File: src/logic/link_ctrl_pkg.sv
// package: register map, field layout, timing constants and types of the link control block
//
// Functional notes
// RULE_01: run equalizer adaptation during lock, then re-trigger it about once per second.
// RULE_02: spread clocking accepts 10-40 kHz modulation and 0 to 0.125 percent deviation.
// RULE_03: without spread clocking, receive logic tolerates half a percent frequency deviation.
// RULE_04: line monitor reports open, short to battery, short to ground, line-to-line.
// RULE_05: line monitor resets disabled, is configured by registers, status is readable.
// RULE_06: a fault drives the low-active error output only when not masked.
// RULE_07: line-to-line short in twisted-pair mode reported from monitors zero and one only.
// RULE_08: lock asserts only while the local receive path is locked.
// RULE_09: video and control channels become usable as soon as lock asserts.
// RULE_10: lock is reached automatically after power-up without host transactions.
// RULE_11: lock shows on an open-drain indicator and in a status register bit.
// RULE_12: lock runs from the reference clock alone; pixel clock never gates it.
// RULE_13: lock sequence starts on power-down pin release or link-reset bit clear.
// RULE_14: host holds both ends in power-down or link-reset with overlapping intervals.
// RULE_15: host releases the two ends within 90 ms of each other.
// RULE_16: lock time runs from the later release until lock asserts.
// RULE_17: host waits 100 ms after lock loss before issuing its own reset.
// RULE_18: a single serial link only; no dual-link or splitter configuration.
// RULE_19: forward rate fixed at 3, 6 or 12 Gbps; reverse fixed at 187.5 Mbps.
// RULE_20: in 12 Gbps mode forward error correction is forced active; here forced only by rate code 2, not when code 3 keeps 12 Gbps.
// RULE_21: on receive lock loss, drop lock indication and retry acquisition automatically.
package link_ctrl_pkg;

  // register byte offsets
  localparam logic [7:0] CTRL_OFS      = 8'h00;
  localparam logic [7:0] STATUS_OFS    = 8'h04;
  localparam logic [7:0] SPREAD_OFS    = 8'h08;
  localparam logic [7:0] MON_CFG_OFS   = 8'h0C;
  localparam logic [7:0] MON_STAT_OFS  = 8'h10;
  localparam logic [7:0] LOCK_TIME_OFS = 8'h14;

  // control register fields
  localparam int CTRL_LINK_RESET_BIT = 0;
  localparam int CTRL_FEC_BIT        = 1;
  localparam int CTRL_RATE_LSB       = 2;    // two bits
  localparam logic [31:0] CTRL_RESET = 32'h0000_0000;

  // spread clocking fields: enable bit 0, deviation [11:4] in 0.001 %, freq [23:16] kHz
  localparam int SPREAD_EN_BIT   = 0;
  localparam int SPREAD_DEV_LSB  = 4;
  localparam int SPREAD_FREQ_LSB = 16;
  localparam logic [31:0] SPREAD_RESET = 32'h000A_0000;
  localparam logic [7:0] SPREAD_FREQ_MIN = 8'h0A;  // 10 kHz
  localparam logic [7:0] SPREAD_FREQ_MAX = 8'h28;  // 40 kHz
  localparam logic [7:0] SPREAD_DEV_MAX  = 8'h7D;  // 0.125 %
  localparam logic [7:0] RX_TOL_NO_SPREAD = 8'h05; // 0.5 % in tenths of a percent

  // monitor configuration: enable [0], twisted pair [1], fault mask [7:4]
  localparam int MON_EN_BIT    = 0;
  localparam int MON_STP_BIT   = 1;
  localparam int MON_MASK_LSB  = 4;
  localparam logic [31:0] MON_CFG_RESET = 32'h0000_0000;

  // status fields
  localparam int STAT_LOCK_BIT   = 0;
  localparam int STAT_STATE_LSB  = 1;  // two bits
  localparam int STAT_FEC_BIT    = 3;
  localparam int STAT_RX_OK_BIT  = 4;
  localparam int STAT_AEQ_CNT_LSB = 8; // eight bits

  // rate codes
  localparam logic [1:0] RATE_3G  = 2'h0;
  localparam logic [1:0] RATE_6G  = 2'h1;
  localparam logic [1:0] RATE_12G = 2'h2;

  // timing
  localparam longint CLK_HZ       = 10_000_000;
  localparam longint AEQ_PERIOD_MS = 1000;
  localparam longint AEQ_PERIOD_CYC = CLK_HZ * AEQ_PERIOD_MS / 1000;

  // fault classes, one bit each
  typedef struct packed {
    logic line_short;
    logic short_gnd;
    logic short_bat;
    logic open;
  } fault_t;

  typedef enum logic [1:0] {
    ST_DOWN    = 2'b00,
    ST_ACQUIRE = 2'b01,
    ST_LOCKED  = 2'b10
  } link_state_t;

  // per-monitor raw condition from the analog comparators
  typedef struct packed {
    logic high;   // line pulled to battery
    logic low;    // line pulled to ground
    logic open;   // no pulldown seen
  } mon_raw_t;

endpackage

File: src/logic/link_lock_and_line_fault_ctrl.sv
// link lock sequencer, equalizer scheduler, spread clocking settings and line-fault reporter
//
// Chosen here: the address map and the AXI4-Lite register port.
`timescale 1ns/1ps
module link_lock_and_line_fault_ctrl
  import link_ctrl_pkg::*;
#(
  parameter int     MON_N        = 4,
  parameter longint AEQ_CYCLES   = AEQ_PERIOD_CYC,
  parameter int     AEQ_CNT_W    = 24
) (
  input  wire logic              aclk,
  input  wire logic              aresetn,
  // AXI4-Lite slave
  input  wire logic [7:0]        s_axi_awaddr,
  input  wire logic              s_axi_awvalid,
  output logic                   s_axi_awready,
  input  wire logic [31:0]       s_axi_wdata,
  input  wire logic [3:0]        s_axi_wstrb,
  input  wire logic              s_axi_wvalid,
  output logic                   s_axi_wready,
  output logic [1:0]             s_axi_bresp,
  output logic                   s_axi_bvalid,
  input  wire logic              s_axi_bready,
  input  wire logic [7:0]        s_axi_araddr,
  input  wire logic              s_axi_arvalid,
  output logic                   s_axi_arready,
  output logic [31:0]            s_axi_rdata,
  output logic [1:0]             s_axi_rresp,
  output logic                   s_axi_rvalid,
  input  wire logic              s_axi_rready,
  // pins and link-side signals
  input  wire logic              power_down_n_pin,
  input  wire logic              rx_path_locked,
  input  wire mon_raw_t [MON_N-1:0] line_monitor_inputs,
  input  wire logic              aeq_done,
  output logic                   aeq_start,
  output logic                   lock_od_oe,
  output logic                   lock_out,
  output logic                   error_out_n,
  output logic                   channels_enable,
  output logic [1:0]             fwd_rate,
  output logic                   fec_enable,
  output logic                   spread_clocking,
  output logic [7:0]             spread_freq_khz,
  output logic [7:0]             spread_dev,
  output logic [7:0]             rx_tolerance
);

  // synchronisers for pin inputs: three stages, change when 2 and 3 agree
  logic [2:0] pd_sync;
  logic [2:0] rx_sync;
  logic       pd_n;
  logic       rx_ok;
  always_ff @(posedge aclk) begin
    if (!aresetn) begin
      pd_sync <= 3'h0;
      rx_sync <= 3'h0;
    end else begin
      pd_sync <= {pd_sync[1:0], power_down_n_pin};
      rx_sync <= {rx_sync[1:0], rx_path_locked};
    end
  end

  always_ff @(posedge aclk) begin
    if (!aresetn) begin
      pd_n  <= 1'b0;
      rx_ok <= 1'b0;
    end else begin
      if (pd_sync[1] == pd_sync[2]) pd_n <= pd_sync[2];
      if (rx_sync[1] == rx_sync[2]) rx_ok <= rx_sync[2];
    end
  end

  // monitor inputs: per-monitor three-stage filter
  mon_raw_t [MON_N-1:0] mon_s1;
  mon_raw_t [MON_N-1:0] mon_s2;
  mon_raw_t [MON_N-1:0] mon_s3;
  mon_raw_t [MON_N-1:0] mon_q;
  genvar g;
  generate
    for (g = 0; g < MON_N; g++) begin : g_mon
      always_ff @(posedge aclk) begin
        if (!aresetn) begin
          mon_s1[g] <= '0;
          mon_s2[g] <= '0;
          mon_s3[g] <= '0;
          mon_q[g]  <= '0;
        end else begin
          mon_s1[g] <= line_monitor_inputs[g];
          mon_s2[g] <= mon_s1[g];
          mon_s3[g] <= mon_s2[g];
          if (mon_s2[g] == mon_s3[g]) mon_q[g] <= mon_s3[g];
        end
      end
    end
  endgenerate

  // software registers
  logic [31:0] ctrl;
  logic [31:0] spread;
  logic [31:0] mon_cfg;
  fault_t      fault_sticky;
  logic [31:0] lock_time;
  logic [7:0]  aeq_count;
  link_state_t state;
  link_state_t next_state;

  logic link_reset;
  assign link_reset = ctrl[CTRL_LINK_RESET_BIT];

  // lock sequencing: pixel clock is not an input at all, reference clock only [RULE_12]
  // single link, no second link state exists [RULE_18]
  always_comb begin
    next_state = state;
    case (state)
      ST_DOWN:    if (pd_n && !link_reset) next_state = ST_ACQUIRE;   // [RULE_13] [RULE_10]
      ST_ACQUIRE: if (rx_ok) next_state = ST_LOCKED;                  // [RULE_08]
      ST_LOCKED:  if (!rx_ok) next_state = ST_ACQUIRE;                // retry alone [RULE_21]
      default:    next_state = ST_DOWN;
    endcase
    if (!pd_n || link_reset) next_state = ST_DOWN;
  end

  always_ff @(posedge aclk) begin
    if (!aresetn) state <= ST_DOWN;
    else          state <= next_state;
  end

  // lock indicator: open-drain pulls low while unlocked, released when locked
  always_ff @(posedge aclk) begin
    if (!aresetn) begin
      lock_od_oe      <= 1'b1;
      lock_out        <= 1'b0;
      channels_enable <= 1'b0;
    end else begin
      lock_od_oe      <= (next_state != ST_LOCKED);   // [RULE_11] [RULE_21]
      lock_out        <= 1'b0;
      channels_enable <= (next_state == ST_LOCKED);   // usable at once [RULE_09]
    end
  end

  // lock time counter from the later release; host overlap is assumed [RULE_16] [RULE_14]
  always_ff @(posedge aclk) begin
    if (!aresetn) lock_time <= 32'h0;
    else if (state == ST_DOWN) lock_time <= 32'h0;
    else if (state == ST_ACQUIRE && lock_time != 32'hFFFF_FFFF)
      lock_time <= lock_time + 32'h1;  // [RULE_16]
  end

  // equalizer scheduler: once on entering acquire from down, then every period while locked
  logic [AEQ_CNT_W-1:0] aeq_timer;
  always_ff @(posedge aclk) begin
    if (!aresetn) begin
      aeq_timer <= '0;
      aeq_start <= 1'b0;
      aeq_count <= 8'h0;
    end else begin
      aeq_start <= 1'b0;
      if (state == ST_DOWN && next_state == ST_ACQUIRE) begin
        aeq_start <= 1'b1;                       // initial adaptation [RULE_01]
        aeq_timer <= '0;
      end else if (state == ST_LOCKED) begin
        if (aeq_timer == AEQ_CNT_W'(AEQ_CYCLES - 1)) begin
          aeq_timer <= '0;
          aeq_start <= 1'b1;                     // periodic re-trigger [RULE_01]
        end else begin
          aeq_timer <= aeq_timer + 1'b1;
        end
      end
      if (aeq_done) aeq_count <= aeq_count + 8'h1;
    end
  end

  // rate, error correction and spread clocking outputs
  logic [7:0] sp_freq;
  logic [7:0] sp_dev;
  assign sp_freq = spread[SPREAD_FREQ_LSB +: 8];
  assign sp_dev  = spread[SPREAD_DEV_LSB +: 8];
  always_ff @(posedge aclk) begin
    if (!aresetn) begin
      fwd_rate        <= RATE_3G;
      fec_enable      <= 1'b0;
      spread_clocking <= 1'b0;
      spread_freq_khz <= SPREAD_FREQ_MIN;
      spread_dev      <= 8'h0;
      rx_tolerance    <= RX_TOL_NO_SPREAD;
    end else begin
      // code 3 names no rate, so the last legal rate stays in force
      if (ctrl[CTRL_RATE_LSB +: 2] != 2'h3) fwd_rate <= ctrl[CTRL_RATE_LSB +: 2]; // [RULE_19]
      fec_enable <= ctrl[CTRL_FEC_BIT] ||
                    (ctrl[CTRL_RATE_LSB +: 2] == RATE_12G);       // [RULE_20]
      spread_clocking <= spread[SPREAD_EN_BIT];
      // clamp to the legal window [RULE_02]
      spread_freq_khz <= (sp_freq < SPREAD_FREQ_MIN) ? SPREAD_FREQ_MIN :
                         (sp_freq > SPREAD_FREQ_MAX) ? SPREAD_FREQ_MAX : sp_freq;
      spread_dev <= (sp_dev > SPREAD_DEV_MAX) ? SPREAD_DEV_MAX : sp_dev;
      // receive tolerance widened only while spread clocking is off [RULE_03]
      rx_tolerance <= spread[SPREAD_EN_BIT] ? 8'h0 : RX_TOL_NO_SPREAD;
    end
  end

  // fault classification across monitors
  logic   mon_en;
  logic   mon_stp;
  fault_t fault_now;
  fault_t fault_mask;
  assign mon_en     = mon_cfg[MON_EN_BIT];
  assign mon_stp    = mon_cfg[MON_STP_BIT];
  assign fault_mask = fault_t'(mon_cfg[MON_MASK_LSB +: 4]);
  always_comb begin
    fault_now = '0;
    for (int i = 0; i < MON_N; i++) begin
      fault_now.open      |= mon_q[i].open;          // [RULE_04]
      fault_now.short_bat |= mon_q[i].high;
      fault_now.short_gnd |= mon_q[i].low;
    end
    // both lines of pair zero/one pulled together means line-to-line [RULE_07]
    fault_now.line_short = mon_stp && (MON_N > 1) &&
                           (mon_q[0].high ^ mon_q[0].low) &&
                           (mon_q[1 % MON_N] == mon_q[0]) && !mon_q[0].open;
    if (fault_now.line_short) begin
      fault_now.short_bat = 1'b0;
      fault_now.short_gnd = 1'b0;
    end
    if (!mon_en) fault_now = '0;                     // off from reset [RULE_05]
  end

  // AXI4-Lite write path: address and data taken in either order
  logic       aw_held;
  logic       w_held;
  logic [7:0] aw_addr;
  logic [31:0] w_data;
  logic [3:0] w_strb;
  logic       wr_go;
  logic       stat_clr;
  assign wr_go = aw_held && w_held && !s_axi_bvalid;

  function automatic logic [31:0] merge(input logic [31:0] old_v, input logic [31:0] new_v,
                                        input logic [3:0] strb);
    logic [31:0] r;
    r = old_v;
    for (int b = 0; b < 4; b++) if (strb[b]) r[8*b +: 8] = new_v[8*b +: 8];
    return r;
  endfunction

  always_ff @(posedge aclk) begin
    if (!aresetn) begin
      aw_held <= 1'b0;
      w_held  <= 1'b0;
      aw_addr <= 8'h0;
      w_data  <= 32'h0;
      w_strb  <= 4'h0;
      s_axi_awready <= 1'b0;
      s_axi_wready  <= 1'b0;
      s_axi_bvalid  <= 1'b0;
      s_axi_bresp   <= 2'h0;
    end else begin
      s_axi_awready <= !aw_held && !s_axi_awready;
      s_axi_wready  <= !w_held && !s_axi_wready;
      if (s_axi_awvalid && s_axi_awready) begin
        aw_held <= 1'b1;
        aw_addr <= s_axi_awaddr;
        s_axi_awready <= 1'b0;
      end
      if (s_axi_wvalid && s_axi_wready) begin
        w_held <= 1'b1;
        w_data <= s_axi_wdata;
        w_strb <= s_axi_wstrb;
        s_axi_wready <= 1'b0;
      end
      if (wr_go) begin
        aw_held      <= 1'b0;
        w_held       <= 1'b0;
        s_axi_bvalid <= 1'b1;
        s_axi_bresp  <= (aw_addr <= LOCK_TIME_OFS && aw_addr[1:0] == 2'h0) ? 2'h0 : 2'h2;
      end else if (s_axi_bvalid && s_axi_bready) begin
        s_axi_bvalid <= 1'b0;
      end
    end
  end

  // register writes; status writes clear fault bits by writing one
  assign stat_clr = wr_go && aw_addr == MON_STAT_OFS;
  always_ff @(posedge aclk) begin
    if (!aresetn) begin
      ctrl    <= CTRL_RESET;
      spread  <= SPREAD_RESET;
      mon_cfg <= MON_CFG_RESET;                     // monitor disabled [RULE_05]
    end else if (wr_go) begin
      case (aw_addr)
        CTRL_OFS:    ctrl    <= merge(ctrl, w_data, w_strb);
        SPREAD_OFS:  spread  <= merge(spread, w_data, w_strb);
        MON_CFG_OFS: mon_cfg <= merge(mon_cfg, w_data, w_strb);
        default:     ;
      endcase
    end
  end

  // sticky fault status: a new fault wins over a clear in the same cycle
  always_ff @(posedge aclk) begin
    if (!aresetn) fault_sticky <= '0;
    else if (stat_clr && w_strb[0])
      fault_sticky <= (fault_sticky & ~fault_t'(w_data[3:0])) | fault_now;
    else
      fault_sticky <= fault_sticky | fault_now;
  end

  // error output: low only for unmasked faults [RULE_06]
  always_ff @(posedge aclk) begin
    if (!aresetn) error_out_n <= 1'b1;
    else          error_out_n <= ~|(fault_sticky & ~fault_mask);
  end

  // AXI4-Lite read path, one read at a time
  logic [31:0] status_word;
  always_comb begin
    status_word = 32'h0;
    status_word[STAT_LOCK_BIT]             = (state == ST_LOCKED);  // [RULE_11]
    status_word[STAT_STATE_LSB +: 2]       = state;
    status_word[STAT_FEC_BIT]              = fec_enable;
    status_word[STAT_RX_OK_BIT]            = rx_ok;
    status_word[STAT_AEQ_CNT_LSB +: 8]     = aeq_count;
  end

  always_ff @(posedge aclk) begin
    if (!aresetn) begin
      s_axi_arready <= 1'b0;
      s_axi_rvalid  <= 1'b0;
      s_axi_rdata   <= 32'h0;
      s_axi_rresp   <= 2'h0;
    end else begin
      s_axi_arready <= !s_axi_rvalid && !s_axi_arready;
      if (s_axi_arvalid && s_axi_arready) begin
        s_axi_arready <= 1'b0;
        s_axi_rvalid  <= 1'b1;
        s_axi_rresp   <= 2'h0;
        case (s_axi_araddr)
          CTRL_OFS:      s_axi_rdata <= ctrl;
          STATUS_OFS:    s_axi_rdata <= status_word;
          SPREAD_OFS:    s_axi_rdata <= spread;
          MON_CFG_OFS:   s_axi_rdata <= mon_cfg;
          MON_STAT_OFS:  s_axi_rdata <= {28'h0, fault_sticky};    // [RULE_05]
          LOCK_TIME_OFS: s_axi_rdata <= lock_time;
          default: begin
            s_axi_rdata <= 32'h0;
            s_axi_rresp <= 2'h2;                                   // unmapped: SLVERR
          end
        endcase
      end else if (s_axi_rvalid && s_axi_rready) begin
        s_axi_rvalid <= 1'b0;
      end
    end
  end

endmodule

File: config.mk
export PLATFORM = sky130hd
export DESIGN_NAME = link_lock_and_line_fault_ctrl
export DESIGN_NICKNAME = d
export VERILOG_FILES = /design/src/logic/link_ctrl_pkg.sv /design/src/logic/link_lock_and_line_fault_ctrl.sv
export SDC_FILE = /design/constraint.sdc
export NUM_CORES = 1
export LEC_CHECK = 0
export ABC_AREA = 1
export ABC_CLOCK_PERIOD_IN_PS = 3450
export BUFFER_PORTS_ARGS = -buffer_cell sky130_fd_sc_hd__buf_2
export CAP_MARGIN = 15
export CORE_ASPECT_RATIO = 0.7
export CORE_MARGIN = 4
export CORE_UTILIZATION = 55
export DETAILED_ROUTE_END_ITERATION = 7
export GPL_TIMING_DRIVEN = 0
export PLACE_DENSITY = 0.84
export SLEW_MARGIN = 15
export SYNTH_ARGS = -nofsm -noshare
export SYNTH_HDL_FRONTEND = slang
export SYNTH_SLANG_ARGS = --single-unit
File: constraint.sdc
create_clock -name aclk -period 3.45 [get_ports aclk]
set_input_delay 0.69 -clock aclk [delete_from_list [all_inputs] [get_ports aclk]]
set_output_delay 0.69 -clock aclk [all_outputs]
set_load 0.05 [all_outputs]
# --- Yosys cells after proc, flatten, opt, wreduce, memory -nomap -nowiden ---
# Cells that the tools add are included.
op_classes:
  add_sub_neg: 3
  mul: 0
  n_div: 0
  order_cmp: 4
  eq_ne: 24
  shift: 0
  mux: 22
  bitwise_logic: 17
  reduce_logical: 61
ops:
  columns: ["op", "count"]
  rows:
  - ["32-bit case mux with 6 select lines", 1]
  - ["3-bit AND reduction", 12]
  - ["32-bit by 1-bit adder with 32-bit output (second input constant)", 1]
  - ["8-bit by 4-bit equality test with 1-bit output (second input constant)", 4]
  - ["32-bit inequality test (second input constant)", 1]
  - ["24-bit by 1-bit adder with 24-bit output (second input constant)", 1]
  - ["24-bit equality test (second input constant)", 1]
  - ["8-bit by 5-bit equality test with 1-bit output (second input constant)", 3]
  - ["24-bit 2-to-1 mux", 1]
  - ["1-bit logical AND", 19]
  - ["8-bit logical NOT", 2]
  - ["2-bit OR reduction", 8]
  - ["3-bit equality test", 5]
  - ["2-bit 2-to-1 mux", 7]
  - ["1-bit logical NOT", 11]
  - ["1-bit bitwise OR", 9]
  - ["8-bit by 1-bit adder with 8-bit output (second input constant)", 1]
  - ["4-bit bitwise AND", 2]
  - ["8-bit by 3-bit equality test with 1-bit output (second input constant)", 1]
  - ["8-bit by 6-bit > comparator with 1-bit output (second input constant)", 1]
  - ["8-bit by 7-bit > comparator with 1-bit output (second input constant)", 1]
  - ["8-bit by 5-bit less-or-equal comparator with 1-bit output (second input constant)", 1]
  - ["8-bit by 4-bit less-than comparator with 1-bit output (second input constant)", 1]
  - ["4-bit 2-to-1 mux", 2]
  - ["other kinds (19)", 35]
totals:
  reg_bits: 341
  latchBits: 0
  mem_bits_rw: 0
  romBits: 0
  output_inout_bits: 74
  mem_count: 0

# --- Logic depth before layout (Yosys ltp) ---
# Gate-level depths: netlist of run 1.
depth:
  depth_word: 8
  ltp_mapped: 11
  mapped_depth_nobuf: 11

# --- Least setup slack after synthesis of run 1 ---
# No wires, ideal clock.
synth_path:
  kind: "input to register"
  start: "input port s_axi_araddr[1]"
  end: "register s_axi_rdata[28]"
  setup_time_ps: 71
  t_arrival_ps: 1698
  required_time_ps: 3379
  setup_slack_ps: 1682
  cell_stages: 8
  n_path_buf: 1
  cell_sequence: "nor2_1 -> nand2_1 -> nor2_1 -> clkbuf_1 -> nand2_1 -> nand4_1 -> nand2_1 -> a21oi_1"
synth_via:
  elab_chain_len: 2
  elab_cells_between_ends: 7
  classes_between: "eq/ne: 5; mux: 1; reduce/logical: 1"
synth_rtl:
  columns: ["item", "line", "rtl"]
  rows:
  - ["start: declaration", "link_lock_and_line_fault_ctrl.sv:25", "input wire logic [7:0] s_axi_araddr,"]
  - ["8-bit by 5-bit equality test with 1-bit output (tied with other cells)", "link_lock_and_line_fault_ctrl.sv:338", "case (s_axi_araddr)"]
  - ["32-bit case mux with 6 select lines (*)", "link_lock_and_line_fault_ctrl.sv:338", null]
  - ["end signal: assignment", "link_lock_and_line_fault_ctrl.sv:339", "CTRL_OFS: s_axi_rdata <= ctrl;"]
  - ["end signal: assignment", "link_lock_and_line_fault_ctrl.sv:340", "STATUS_OFS: s_axi_rdata <= status_word;"]
  - ["end signal: assignment", "link_lock_and_line_fault_ctrl.sv:341", "SPREAD_OFS: s_axi_rdata <= spread;"]
  - ["end: declaration", "link_lock_and_line_fault_ctrl.sv:28", "output logic [31:0] s_axi_rdata,"]
# Every way passes the cells marked *; elsewhere a longest branch is shown, timed or not.
# A chain may end at the register's enable or synchronous reset.

# --- Final worst setup path of run 1 ---
layout_path:
  start: "register state[1]"
  end: "register lock_time[8]"
layout_via:
  elab_chain_len: 2
  elab_cells_between_ends: 4
  classes_between: "eq/ne: 1; reduce/logical: 3"
layout_rtl:
  columns: ["item", "line", "rtl"]
  rows:
  - ["start: declaration", "link_lock_and_line_fault_ctrl.sv:106", "link_state_t state;"]
  - ["start signal: assignment", "link_lock_and_line_fault_ctrl.sv:127", "else state <= next_state;"]
  - ["2-bit by 1-bit equality test with 1-bit output or 2-bit logical NOT (tied branches)", "link_lock_and_line_fault_ctrl.sv:147, link_lock_and_line_fault_ctrl.sv:146", null]
  - ["1-bit logical AND or 2-bit OR reduction (tied branches)", null, null]
  - ["end signal: assignment", "link_lock_and_line_fault_ctrl.sv:148", "lock_time <= lock_time + 32'h1;"]
  - ["end: declaration", "link_lock_and_line_fault_ctrl.sv:104", "logic [31:0] lock_time;"]
# Parallel ways exist; a longest one is shown, timed or not.

==> results of run 1 <==
## worst max path at each step
| stage | startpoint | end | slack [ps] | cells past startpoint |
|---|---|---|---|---|
| after detailed placement | aresetn | lock_time[5] | 710 | 6 |
| after global placement | aresetn | lock_time[3] | 750 | 6 |
| after global routing | state[1] | lock_time[8] | 1070 | 5 |
| final | state[1] | lock_time[8] | 1210 | 5 |
| after CTS | state[1] | lock_time[8] | 1310 | 5 |
| after floorplan | s_axi_araddr[1] | s_axi_rdata[28] | 1680 | 8 |
## power groups by stage
| stage | clock [mW] | combinational (mW) | sequential [mW] |
|---|---|---|---|
| after floorplan | 0 | 0.266 | 4.08 |
| after global placement | 0 | 0.453 | 4.06 |
| after detailed placement | 0 | 0.466 | 4.06 |
| after CTS | 3.87 | 0.470 | 3.98 |
| after global routing | 4.04 | 0.524 | 3.98 |
| final | 3.85 | 0.482 | 3.98 |
## state kept, by name, summed over array words and instances (netlist names), 3 cells and up
signal	count
ctrl	32
lock_time	32
mon_cfg	32
s_axi_rdata	32
spread	32
w_data	32
aeq_timer	24
mon_q	12
mon_s1	12
mon_s2	12
mon_s3	12
aeq_count	8
aw_addr	8
spread_dev	8
spread_freq_khz	8
fault_sticky	4
w_strb	4
pd_sync	3
rx_sync	3
## logic make-up after synthesis
logic type | after synthesis
AOI/OAI and AO/OA | 341
xor gates and xnor gates | 31
adders and majority gates | 6
buffers and inverters | 268
DFF | 332
other | 1
and+or+nand+nor | 998
## cell type report
cell class / instances / area [µm²] / area share
tap: 325 / 407 / 0.0246
sequential: 332 / 6650 / 0.403
clock inverter: 19 / 300 / 0.0182
antenna: 2 / 5.00 / 0.000303
timing repair buffer: 138 / 691 / 0.0418
clock buffer: 39 / 856 / 0.0519
inverter: 185 / 699 / 0.0424
multi-input combinational: 1388 / 6490 / 0.393
buffer: 83 / 413 / 0.0250
## metal layers
layer  share of wire  track usage  vias up
met4           0.031       0.0836        0
li1                -            -     6704
met3            0.12       0.0823      126
met5               0            0        -
met1            0.43        0.437     6473
met2            0.42        0.452      738
## per-stage QoR
stage | cells | hold WS (ps) | total power [mW] | worst slack, ps
final | 2511 | 276 | 8.31 | 1210
after global placement | 2451 | 393 | 4.51 | 746
after detailed placement | 2451 | 395 | 4.53 | 713
after floorplan | 1988 | 387 | 4.34 | 1680
after global routing | 2511 | 266 | 8.54 | 1070
after CTS | 2509 | 257 | 8.32 | 1310
## worst max-delay path, delay by kind of cell (launching register included)
kind	cells	cell delay [ps]
simple gates	2	670
buf+inv	2	910
flops	1	370
compound gates	1	220
## cell usage in the layout (no fill, tap or decap), types with 10 or more instances in the layout
master and n:
nand2_1 415, xnor2_1 12, clkbuf_16 31, clkbuf_1 51, nor3_1 25, nor2_1 324, nand4_1 28, xor2_1 19
conb_1 12, o21bai_1 10, nand3_1 160, buf_4 11, a21oi_2 19, buf_2 152, a21oi_1 135, nor2_4 11
inv_1 174, dfxtp_1 332, o21ai_0 169
==> flow_summary.yaml, run 1 <==
outcome:
  status: "complete, no violations"
yosys:
  synthXorXnorAreaFrac: 0.0191
  synth_compound_area_frac: 0.128
  synth-simple-area-share: 0.301
  ys_seq_area_frac: 0.468
  yosysWarningCount: 0
  synth_top_area_frac: 0.468
  synthArstFlopShare: 0
  synth_area_leaders: "dfxtp_1, nand2_1, nor2_1, o21ai_0, nand3_1"
  yosysTopAreaCell: "dfxtp_1"
  ys_seq_elements: 332
  synth_top_family_by_area: "simple AND/OR/NAND/NOR gates"
  synth_cells: 1977
  synth-edff-count: 0
  muxShareOfSynthArea: 0
  syn-cell-area_mm2: 0.0142
  yosys-top-cells-count: "nand2_1, dfxtp_1, nor2_1"
  ys_types: 40
  yosys_most_used_dff: "dfxtp_1"
  yosysMostFrequentCell: "nand2_1"
  yosys.area_share.adder: 0.00529
  avgSynthCellArea_um2: 7.18
cells_and_area:
  final_nets: 2239
  fillers: 2174
  area_growth_pct: 16.2
  postLayoutCoreUtil: 0.659
  fin_area_mm2: 0.0165
  drive_gt1_frac: 0.130
clock_network:
  cts_sinks: 332
  path_clk_slew_ps: 70
  cts-resized-gates: 0
  cts_tree: "built"
  hold_buffers: 0
  cts_buffers: 31
  clockBufferDepth: 3
  cts-root-buf: "clkbuf_16"
  clk-insertion-delay-late_ps: 600
  post_cts_buffers: 0
  cts_htree_levels: 1
power:
  switchingPower_mw: 1.97
  switching_share: 0.237
  power.share.clock: 0.463
  comb_power_share: 0.058
  peakVddDrop_uv: 444
  p_int_mw: 6.34
  power.density_mw_per_mm2: 504
  leakage_nw: 7.10
  pwr-share-seq: 0.479
critical_path:
  reg2regPathDepth: 5
  required_ps: 3970
  slowest_stage: "nor2_1"
  crit_arrival_ps: 2770
  r2r-end: "lock_time[8]"
  r2r_start: "state[1]"
  critPathMaxFanout: 10
  crit_path_frequent_cell: "nor2_1"
  critical_path_class: "flip-flop to flip-flop"
  regToRegSetupSlack_ps: 1210
  cp-end-kind: "flip-flop"
  crit_path_max_incr_delay_ps: 560
  worstPathCellList: "nor2_1 > nor2_1 > clkinv_1 > clkbuf_1 > a21oi_2"
  cp-start-kind: "flip-flop"
timing:
  hold_viol: 0
  worst_slew_pin_slew_ps: 937
  setup_violations: 0
  rsz0062_at_grt: "no"
  min_period_ps: 2240
  fin_skew_ps: 12.4
  relSlewSlack: 0.376
  finalSetupTns_ps: 0
  clock.fmax_ghz: 0.445
  fin_crit_sh: 0.651
  drv_slew: 0
die:
  start_util: 0.567
  rows: 48
  core_area_mm2: 0.0250
  ios: 148
  fp.dieH_um: 142
  die_width_um: 200
  die-area_mm2: 0.0285
detailed_routing:
  post-route-drc-count: 0
  dr.pass1.iters: 6
  drt-total-wl_mm: 44.1
  routed-via-count: 14000
  detail-route-antenna-nets: 0
  wl_per_cell_um: 17.6
  vias_per_cell: 5.59
  drt-initial-drc-count: 1712
grt:
  grt_pass1_wl_mm: 69.0
  grt_antenna_before_repair: 2
  grt_max_degree: 17
  grt_use_total: 0.304
  grt_remaining_overflow: 0
  grt_pass1_vias: 12900
placement:
  detailed_place.area_mm2: 0.0153
  gp_congestion: 1.04
  portBuffers: 138
  hpwl_mm: 33.2
worst_hold_path:
  hold_path_depth: 3
  hold_end: "mon_s1[1]"
  hp-start: "line_monitor_inputs[1]"
  hold_class: "input pin to flip-flop"
job:
  maxCapViolations: 0
No activity file was read; power rests on OpenSTA's default activity.
==> run 2: changes to the inputs <==
--- a/config.mk
+++ b/config.mk
@@ -6,7 +6,7 @@
 export NUM_CORES = 1
 export LEC_CHECK = 0
 export ABC_AREA = 1
-export ABC_CLOCK_PERIOD_IN_PS = 3450
+export ABC_CLOCK_PERIOD_IN_PS = 2340
 export BUFFER_PORTS_ARGS = -buffer_cell sky130_fd_sc_hd__buf_2
 export CAP_MARGIN = 15
 export CORE_ASPECT_RATIO = 0.7
==> constraint.sdc (replaced) <==
create_clock -name aclk -period 2.34 [get_ports aclk]
set_input_delay 0.468 -clock aclk [delete_from_list [all_inputs] [get_ports aclk]]
set_output_delay 0.468 -clock aclk [all_outputs]
set_load 0.05 [all_outputs]
==> run 2 against run 1 <==
Against the previous run:
- clock-buffer cell count unchanged
- critical endpoint is now ctrl[24]
- core utilization about the same
- non-clock buffer count unchanged
==> flow_summary.yaml, run 2 (synthesized netlist as in run 1, its figures left out) <==
outcome:
  status: "complete, no violations"
critical_path:
  required_ps: 2820
  cp-start-kind: "flip-flop"
  critical_path_class: "flip-flop to flip-flop"
  crit_arrival_ps: 2540
  critPathMaxFanout: 10
  cp-end-kind: "flip-flop"
die:
  fp.dieH_um: 142
  core_area_mm2: 0.0250
  rows: 48
  start_util: 0.567
  die_width_um: 200
  die-area_mm2: 0.0285
  ios: 148
cells_and_area:
  fillers: 2173
  drive_gt1_frac: 0.130
  area_growth_pct: 16.2
  final_cell_mix: "nand2_1, dfxtp_1, nor2_1, inv_1, o21ai_0"
  fin_area_mm2: 0.0165
  final_common_cell: "nand2_1"
  final_nets: 2239
clock_network:
  cts-root-buf: "clkbuf_16"
  post_cts_buffers: 0
  clk-insertion-delay-late_ps: 600
  path_clk_slew_ps: 70
  hold_buffers: 0
  cts_tree: "built"
  cts_buffers: 31
  clockBufferDepth: 3
  cts_htree_levels: 1
  cts_sinks: 332
  cts-resized-gates: 0
timing:
  clock.fmax_ghz: 0.487
  min_period_ps: 2050
  rsz0062_at_grt: "no"
  fin_crit_sh: 0.877
  worst_slew_pin_slew_ps: 938
  fin_skew_ps: 11.8
  drv_slew: 0
  setup_violations: 0
  relSlewSlack: 0.375
  hold_viol: 0
power:
  power.density_mw_per_mm2: 742
  peakVddDrop_uv: 653
  power_mw: 12.2
  leakage_nw: 7.10
detailed_routing:
  drt-total-wl_mm: 44.1
  wl_per_cell_um: 17.5
  vias_per_cell: 5.58
  detail-route-antenna-nets: 0
  post-route-drc-count: 0
  routed-via-count: 14000
  dr.pass1.iters: 6
  drt-initial-drc-count: 1706
placement:
  gp_congestion: 1.04
  detailed_place.area_mm2: 0.0153
  portBuffers: 138
  hpwl_mm: 33.2
grt:
  grt_pass1_wl_mm: 69.0
  grt_remaining_overflow: 0
  grt_pass1_vias: 12900
  grt_antenna_before_repair: 2
  grt_max_degree: 17
  grt_use_total: 0.304
job:
  maxCapViolations: 0
worst_hold_path:
  hold_class: "input pin to flip-flop"
run 2: changes by cell type in the layout (fill, tap and decap cells not counted):
| cell | change |
|---|---|
| nor2_1 | -1 |
| nor2_2 | +1 |
run 2: worst paths after layout:
kind / start / to / slack, ps / cells after the start
min: line_monitor_inputs[1] / mon_s1[1] / 60 / 3
max: w_held / ctrl[24] / 290 / 9
max reg2reg: w_held / ctrl[24] / 290 / 9
min reg2reg: mon_s1[7] / mon_s2[7] / 410 / 2
run 2: worst max-delay path, cell delays in order, from the launching register on:
cell     delay (ps)
dfxtp_1         350
inv_2            50
nor2_2           90
nand2_2         160
nor2_2          490
inv_2           140
nor2_4          250
inv_1           200
nor2_1          140
nor2_1           60
run 2: per-stage QoR:
| stage | setup TNS, ps | utilization | hold WS, ps | cells | worst slack (ps) |
|---|---|---|---|---|---|
| 4_1_cts | 0 | 0.659 | 35.2 | 2509 | 200 |
| 6_report | 0 | 0.659 | 55.7 | 2511 | 288 |
| 2_1_floorplan | 0 | - | 387 | 1988 | 639 |
| 3_5_place_dp | -1730 | 0.613 | 395 | 2451 | -175 |
| 5_1_grt | 0 | 0.659 | 43.7 | 2511 | 117 |
| 3_3_place_gp | -1400 | 0.613 | 393 | 2451 | -142 |
run 2: area by class of cell:
class	instances	area, µm²	area share
diodes	2	5.00	0.000303
flip-flops and latches	332	6650	0.403
repair buffers	138	691	0.0418
clock buffers	39	856	0.0518
multi-input cells	1388	6490	0.393
plain buffers	83	413	0.0250
well taps	325	407	0.0246
clock inverters	19	300	0.0182
inverters	185	699	0.0424
run 2: layer usage:
layer | GRT usage | wire length, µm | part of all wire
met5 | 0 | 0 | 0
met4 | 0.0836 | 1340 | 0.030
met3 | 0.0823 | 5280 | 0.12
met2 | 0.452 | 18500 | 0.42
met1 | 0.437 | 19000 | 0.43
run 2: power breakdown:
part	total (mW)	internal, mW	switching [mW]	leakage, nW
Sequential	5.87	5.77	0.0981	2.69
Combinational	0.710	0.197	0.513	3.84
Clock	5.67	3.38	2.29	0.563
==> run 3: changes to the inputs <==
--- a/config.mk
+++ b/config.mk
@@ -5,16 +5,15 @@
 export SDC_FILE = /design/constraint.sdc
 export NUM_CORES = 1
 export LEC_CHECK = 0
-export ABC_AREA = 1
-export ABC_CLOCK_PERIOD_IN_PS = 2340
+export ABC_CLOCK_PERIOD_IN_PS = 2600
 export BUFFER_PORTS_ARGS = -buffer_cell sky130_fd_sc_hd__buf_2
 export CAP_MARGIN = 15
 export CORE_ASPECT_RATIO = 0.7
 export CORE_MARGIN = 4
-export CORE_UTILIZATION = 55
+export CORE_UTILIZATION = 60
 export DETAILED_ROUTE_END_ITERATION = 7
 export GPL_TIMING_DRIVEN = 0
-export PLACE_DENSITY = 0.84
+export PLACE_DENSITY = 0.9
 export SLEW_MARGIN = 15
 export SYNTH_ARGS = -nofsm -noshare
 export SYNTH_HDL_FRONTEND = slang
==> constraint.sdc (replaced) <==
create_clock -name aclk -period 2.6 [get_ports aclk]
set_input_delay 0.52 -clock aclk [delete_from_list [all_inputs] [get_ports aclk]]
set_output_delay 0.52 -clock aclk [all_outputs]
set_load 0.05 [all_outputs]
==> run 3 against run 2 <==
Against the previous run:
- the run now ends with design-rule violations left
- via count down 13%
- first-iteration DRC count grew 8.7%
- area after synthesis is 6.3% lower
- wire length fell by 13%
- critical path type unchanged
- largest power group unchanged
==> flow_summary.yaml, run 3 <==
cells_and_area:
  fillers: 1583
  regArea_mm2: 0.00665
  n_antenna_cell: 0
  area_growth_pct: 15.9
  stdcell_count: 1992
  multiInputGateArea_mm2: 0.00616
  postLayoutCoreUtil: 0.710
  final_common_cell: "dfxtp_1"
  final_nets: 1770
  fin_area_mm2: 0.0154
  drive_gt1_frac: 0.150
  final_cell_mix: "dfxtp_1, nand2_1, buf_2, a21oi_1, nor2_1"
clock_network:
  cts_tree: "built"
  cts-root-buf: "clkbuf_16"
  clk-insertion-delay-late_ps: 560
  post_cts_buffers: 0
  clockBufferDepth: 3
  cts_buffers: 29
  cts_htree_levels: 1
  cts_sinks: 332
  path_clk_slew_ps: 60
power:
  leakage_nw: 5.99
  switching_share: 0.221
  switchingPower_mw: 2.29
  power.share.clock: 0.444
  p_int_mw: 8.07
  peakVddDrop_uv: 678
  pwr-share-seq: 0.507
  power.density_mw_per_mm2: 671
  comb_power_share: 0.049
grt:
  grt_pass1_vias: 11200
  grt_remaining_overflow: 0
  grt_pass1_wl_mm: 59.1
  grt_max_degree: 16
  grt_antenna_before_repair: 0
  grt_use_total: 0.297
critical_path:
  cp-start-kind: "flip-flop"
  cp-end-kind: "flip-flop"
  worstPathCellList: "or4_1 > buf_2 > nor4_4 > nand3b_1 > buf_2 > nand3_1 > o21ai_0"
  slowest_stage: "or4_1"
  required_ps: 3020
  crit_family: "simple AND/OR/NAND/NOR gates"
  crit_path_max_incr_delay_ps: 540
  cp_num_buf_inv: 2
  critPathMaxFanout: 10
  critical_path_class: "flip-flop to flip-flop"
  crit_arrival_ps: 2850
  crit_path_frequent_cell: "buf_2"
detailed_routing:
  post-route-drc-count: 2
  routed-via-count: 12200
  dr.pass1.iters: 8
  detail-route-antenna-nets: 0
  wl_per_cell_um: 19.2
  drt-initial-drc-count: 1855
  drt-total-wl_mm: 38.2
  vias_per_cell: 6.14
timing:
  finalSetupTns_ps: 0
  setup_violations: 0
  rsz0062_at_grt: "no"
  hold_viol: 0
  worst_slew_pin_slew_ps: 1090
  clock.fmax_ghz: 0.412
  fin_skew_ps: 19.1
  relSlewSlack: 0.272
  min_period_ps: 2420
  drv_slew: 0
  fin_crit_sh: 0.933
die:
  core_area_mm2: 0.0217
  die_width_um: 186
  ios: 148
  die-area_mm2: 0.0247
  start_util: 0.613
  fp.dieH_um: 133
  rows: 45
yosys:
  synth_area_leaders: "dfxtp_1, nand2_1, a21oi_1, nor2_1, mux2i_1"
  yosysWarningCount: 0
  syn-cell-area_mm2: 0.0133
  synth_top_area_frac: 0.499
  synth_cells: 1512
  synthArstFlopShare: 0
  yosys.area_share.adder: 0.00564
  yosys_most_used_dff: "dfxtp_1"
  synth_top_family_by_area: "simple AND/OR/NAND/NOR gates"
  muxShareOfSynthArea: 0.0332
  yosysTopAreaCell: "dfxtp_1"
  yosysMostFrequentCell: "dfxtp_1"
  yosys-top-cells-count: "dfxtp_1, nand2_1, a21oi_1"
  ys_types: 67
  ys_seq_area_frac: 0.499
  avgSynthCellArea_um2: 8.80
  synth_compound_area_frac: 0.150
  synthXorXnorAreaFrac: 0.0342
  synth-simple-area-share: 0.236
  synth-edff-count: 0
  ys_seq_elements: 332
worst_hold_path:
  hold_class: "input pin to flip-flop"
job:
  maxCapViolations: 0
placement:
  gp_congestion: 1.00
  hpwl_mm: 27.9
  dp.cells: 1941
  portBuffers: 136
  detailed_place.area_mm2: 0.0144
outcome:
  status: "finished with violations"
  violations: "design-rule violations"
run 3: cell type report:
cell class | instances | share of cell area
plain buffers | 96 | 0.0301
inverters | 24 | 0.00584
repair buffers | 136 | 0.0441
clock inverters | 6 | 0.00868
flip-flops and latches | 332 | 0.431
clock buffers | 45 | 0.0581
well taps | 282 | 0.0229
multi-input cells | 1071 | 0.399
run 3: metrics by stage:
step | setup WS (ps) | total power [mW] | hold WS [ps]
final | 175 | 10.4 | 166
after global routing | 108 | 10.6 | 159
after CTS | 58.6 | 10.4 | 154
after detailed placement | -170 | 5.85 | 421
after global placement | -141 | 5.83 | 413
after floorplan | 526 | 5.65 | 412
run 3: cell families after synthesis:
family          Yosys count
mux                      43
buf+inv                 120
compound gates          305
flops                   332
xor+xnor                 52
other cells               1
simple gates            653
fa+ha+maj                 6
run 3: repair_timing:
| action | CTS | global route |
|---|---|---|
| gates resized for setup | 0 | 1 |
| setup endpoints to repair | 0 | 23 |
| hold buffers | 0 | 0 |
run 3: final timing paths:
check	start	endpoint	slack [ps]	cells after the start
hold reg to reg	mon_s1[7]	mon_s2[7]	430	1
hold / removal	line_monitor_inputs[9]	mon_s1[9]	170	2
setup reg to reg	aw_addr[7]	ctrl[13]	180	7
setup / recovery	aw_addr[7]	ctrl[13]	180	7
run 3: power by group through the flow:
stage	clock network [mW]	registers [mW]	logic, mW
finish	4.60	5.25	0.507
global route	4.84	5.25	0.546
CTS	4.61	5.24	0.497
detailed placement	0	5.36	0.492
global placement	0	5.35	0.477
floorplan	0	5.38	0.279
run 3: per-layer routing:
layer | GRT usage | part of all wire
met5 | 0 | 0
met4 | 0.0716 | 0.028
met3 | 0.0725 | 0.14
met2 | 0.444 | 0.42
met1 | 0.436 | 0.41
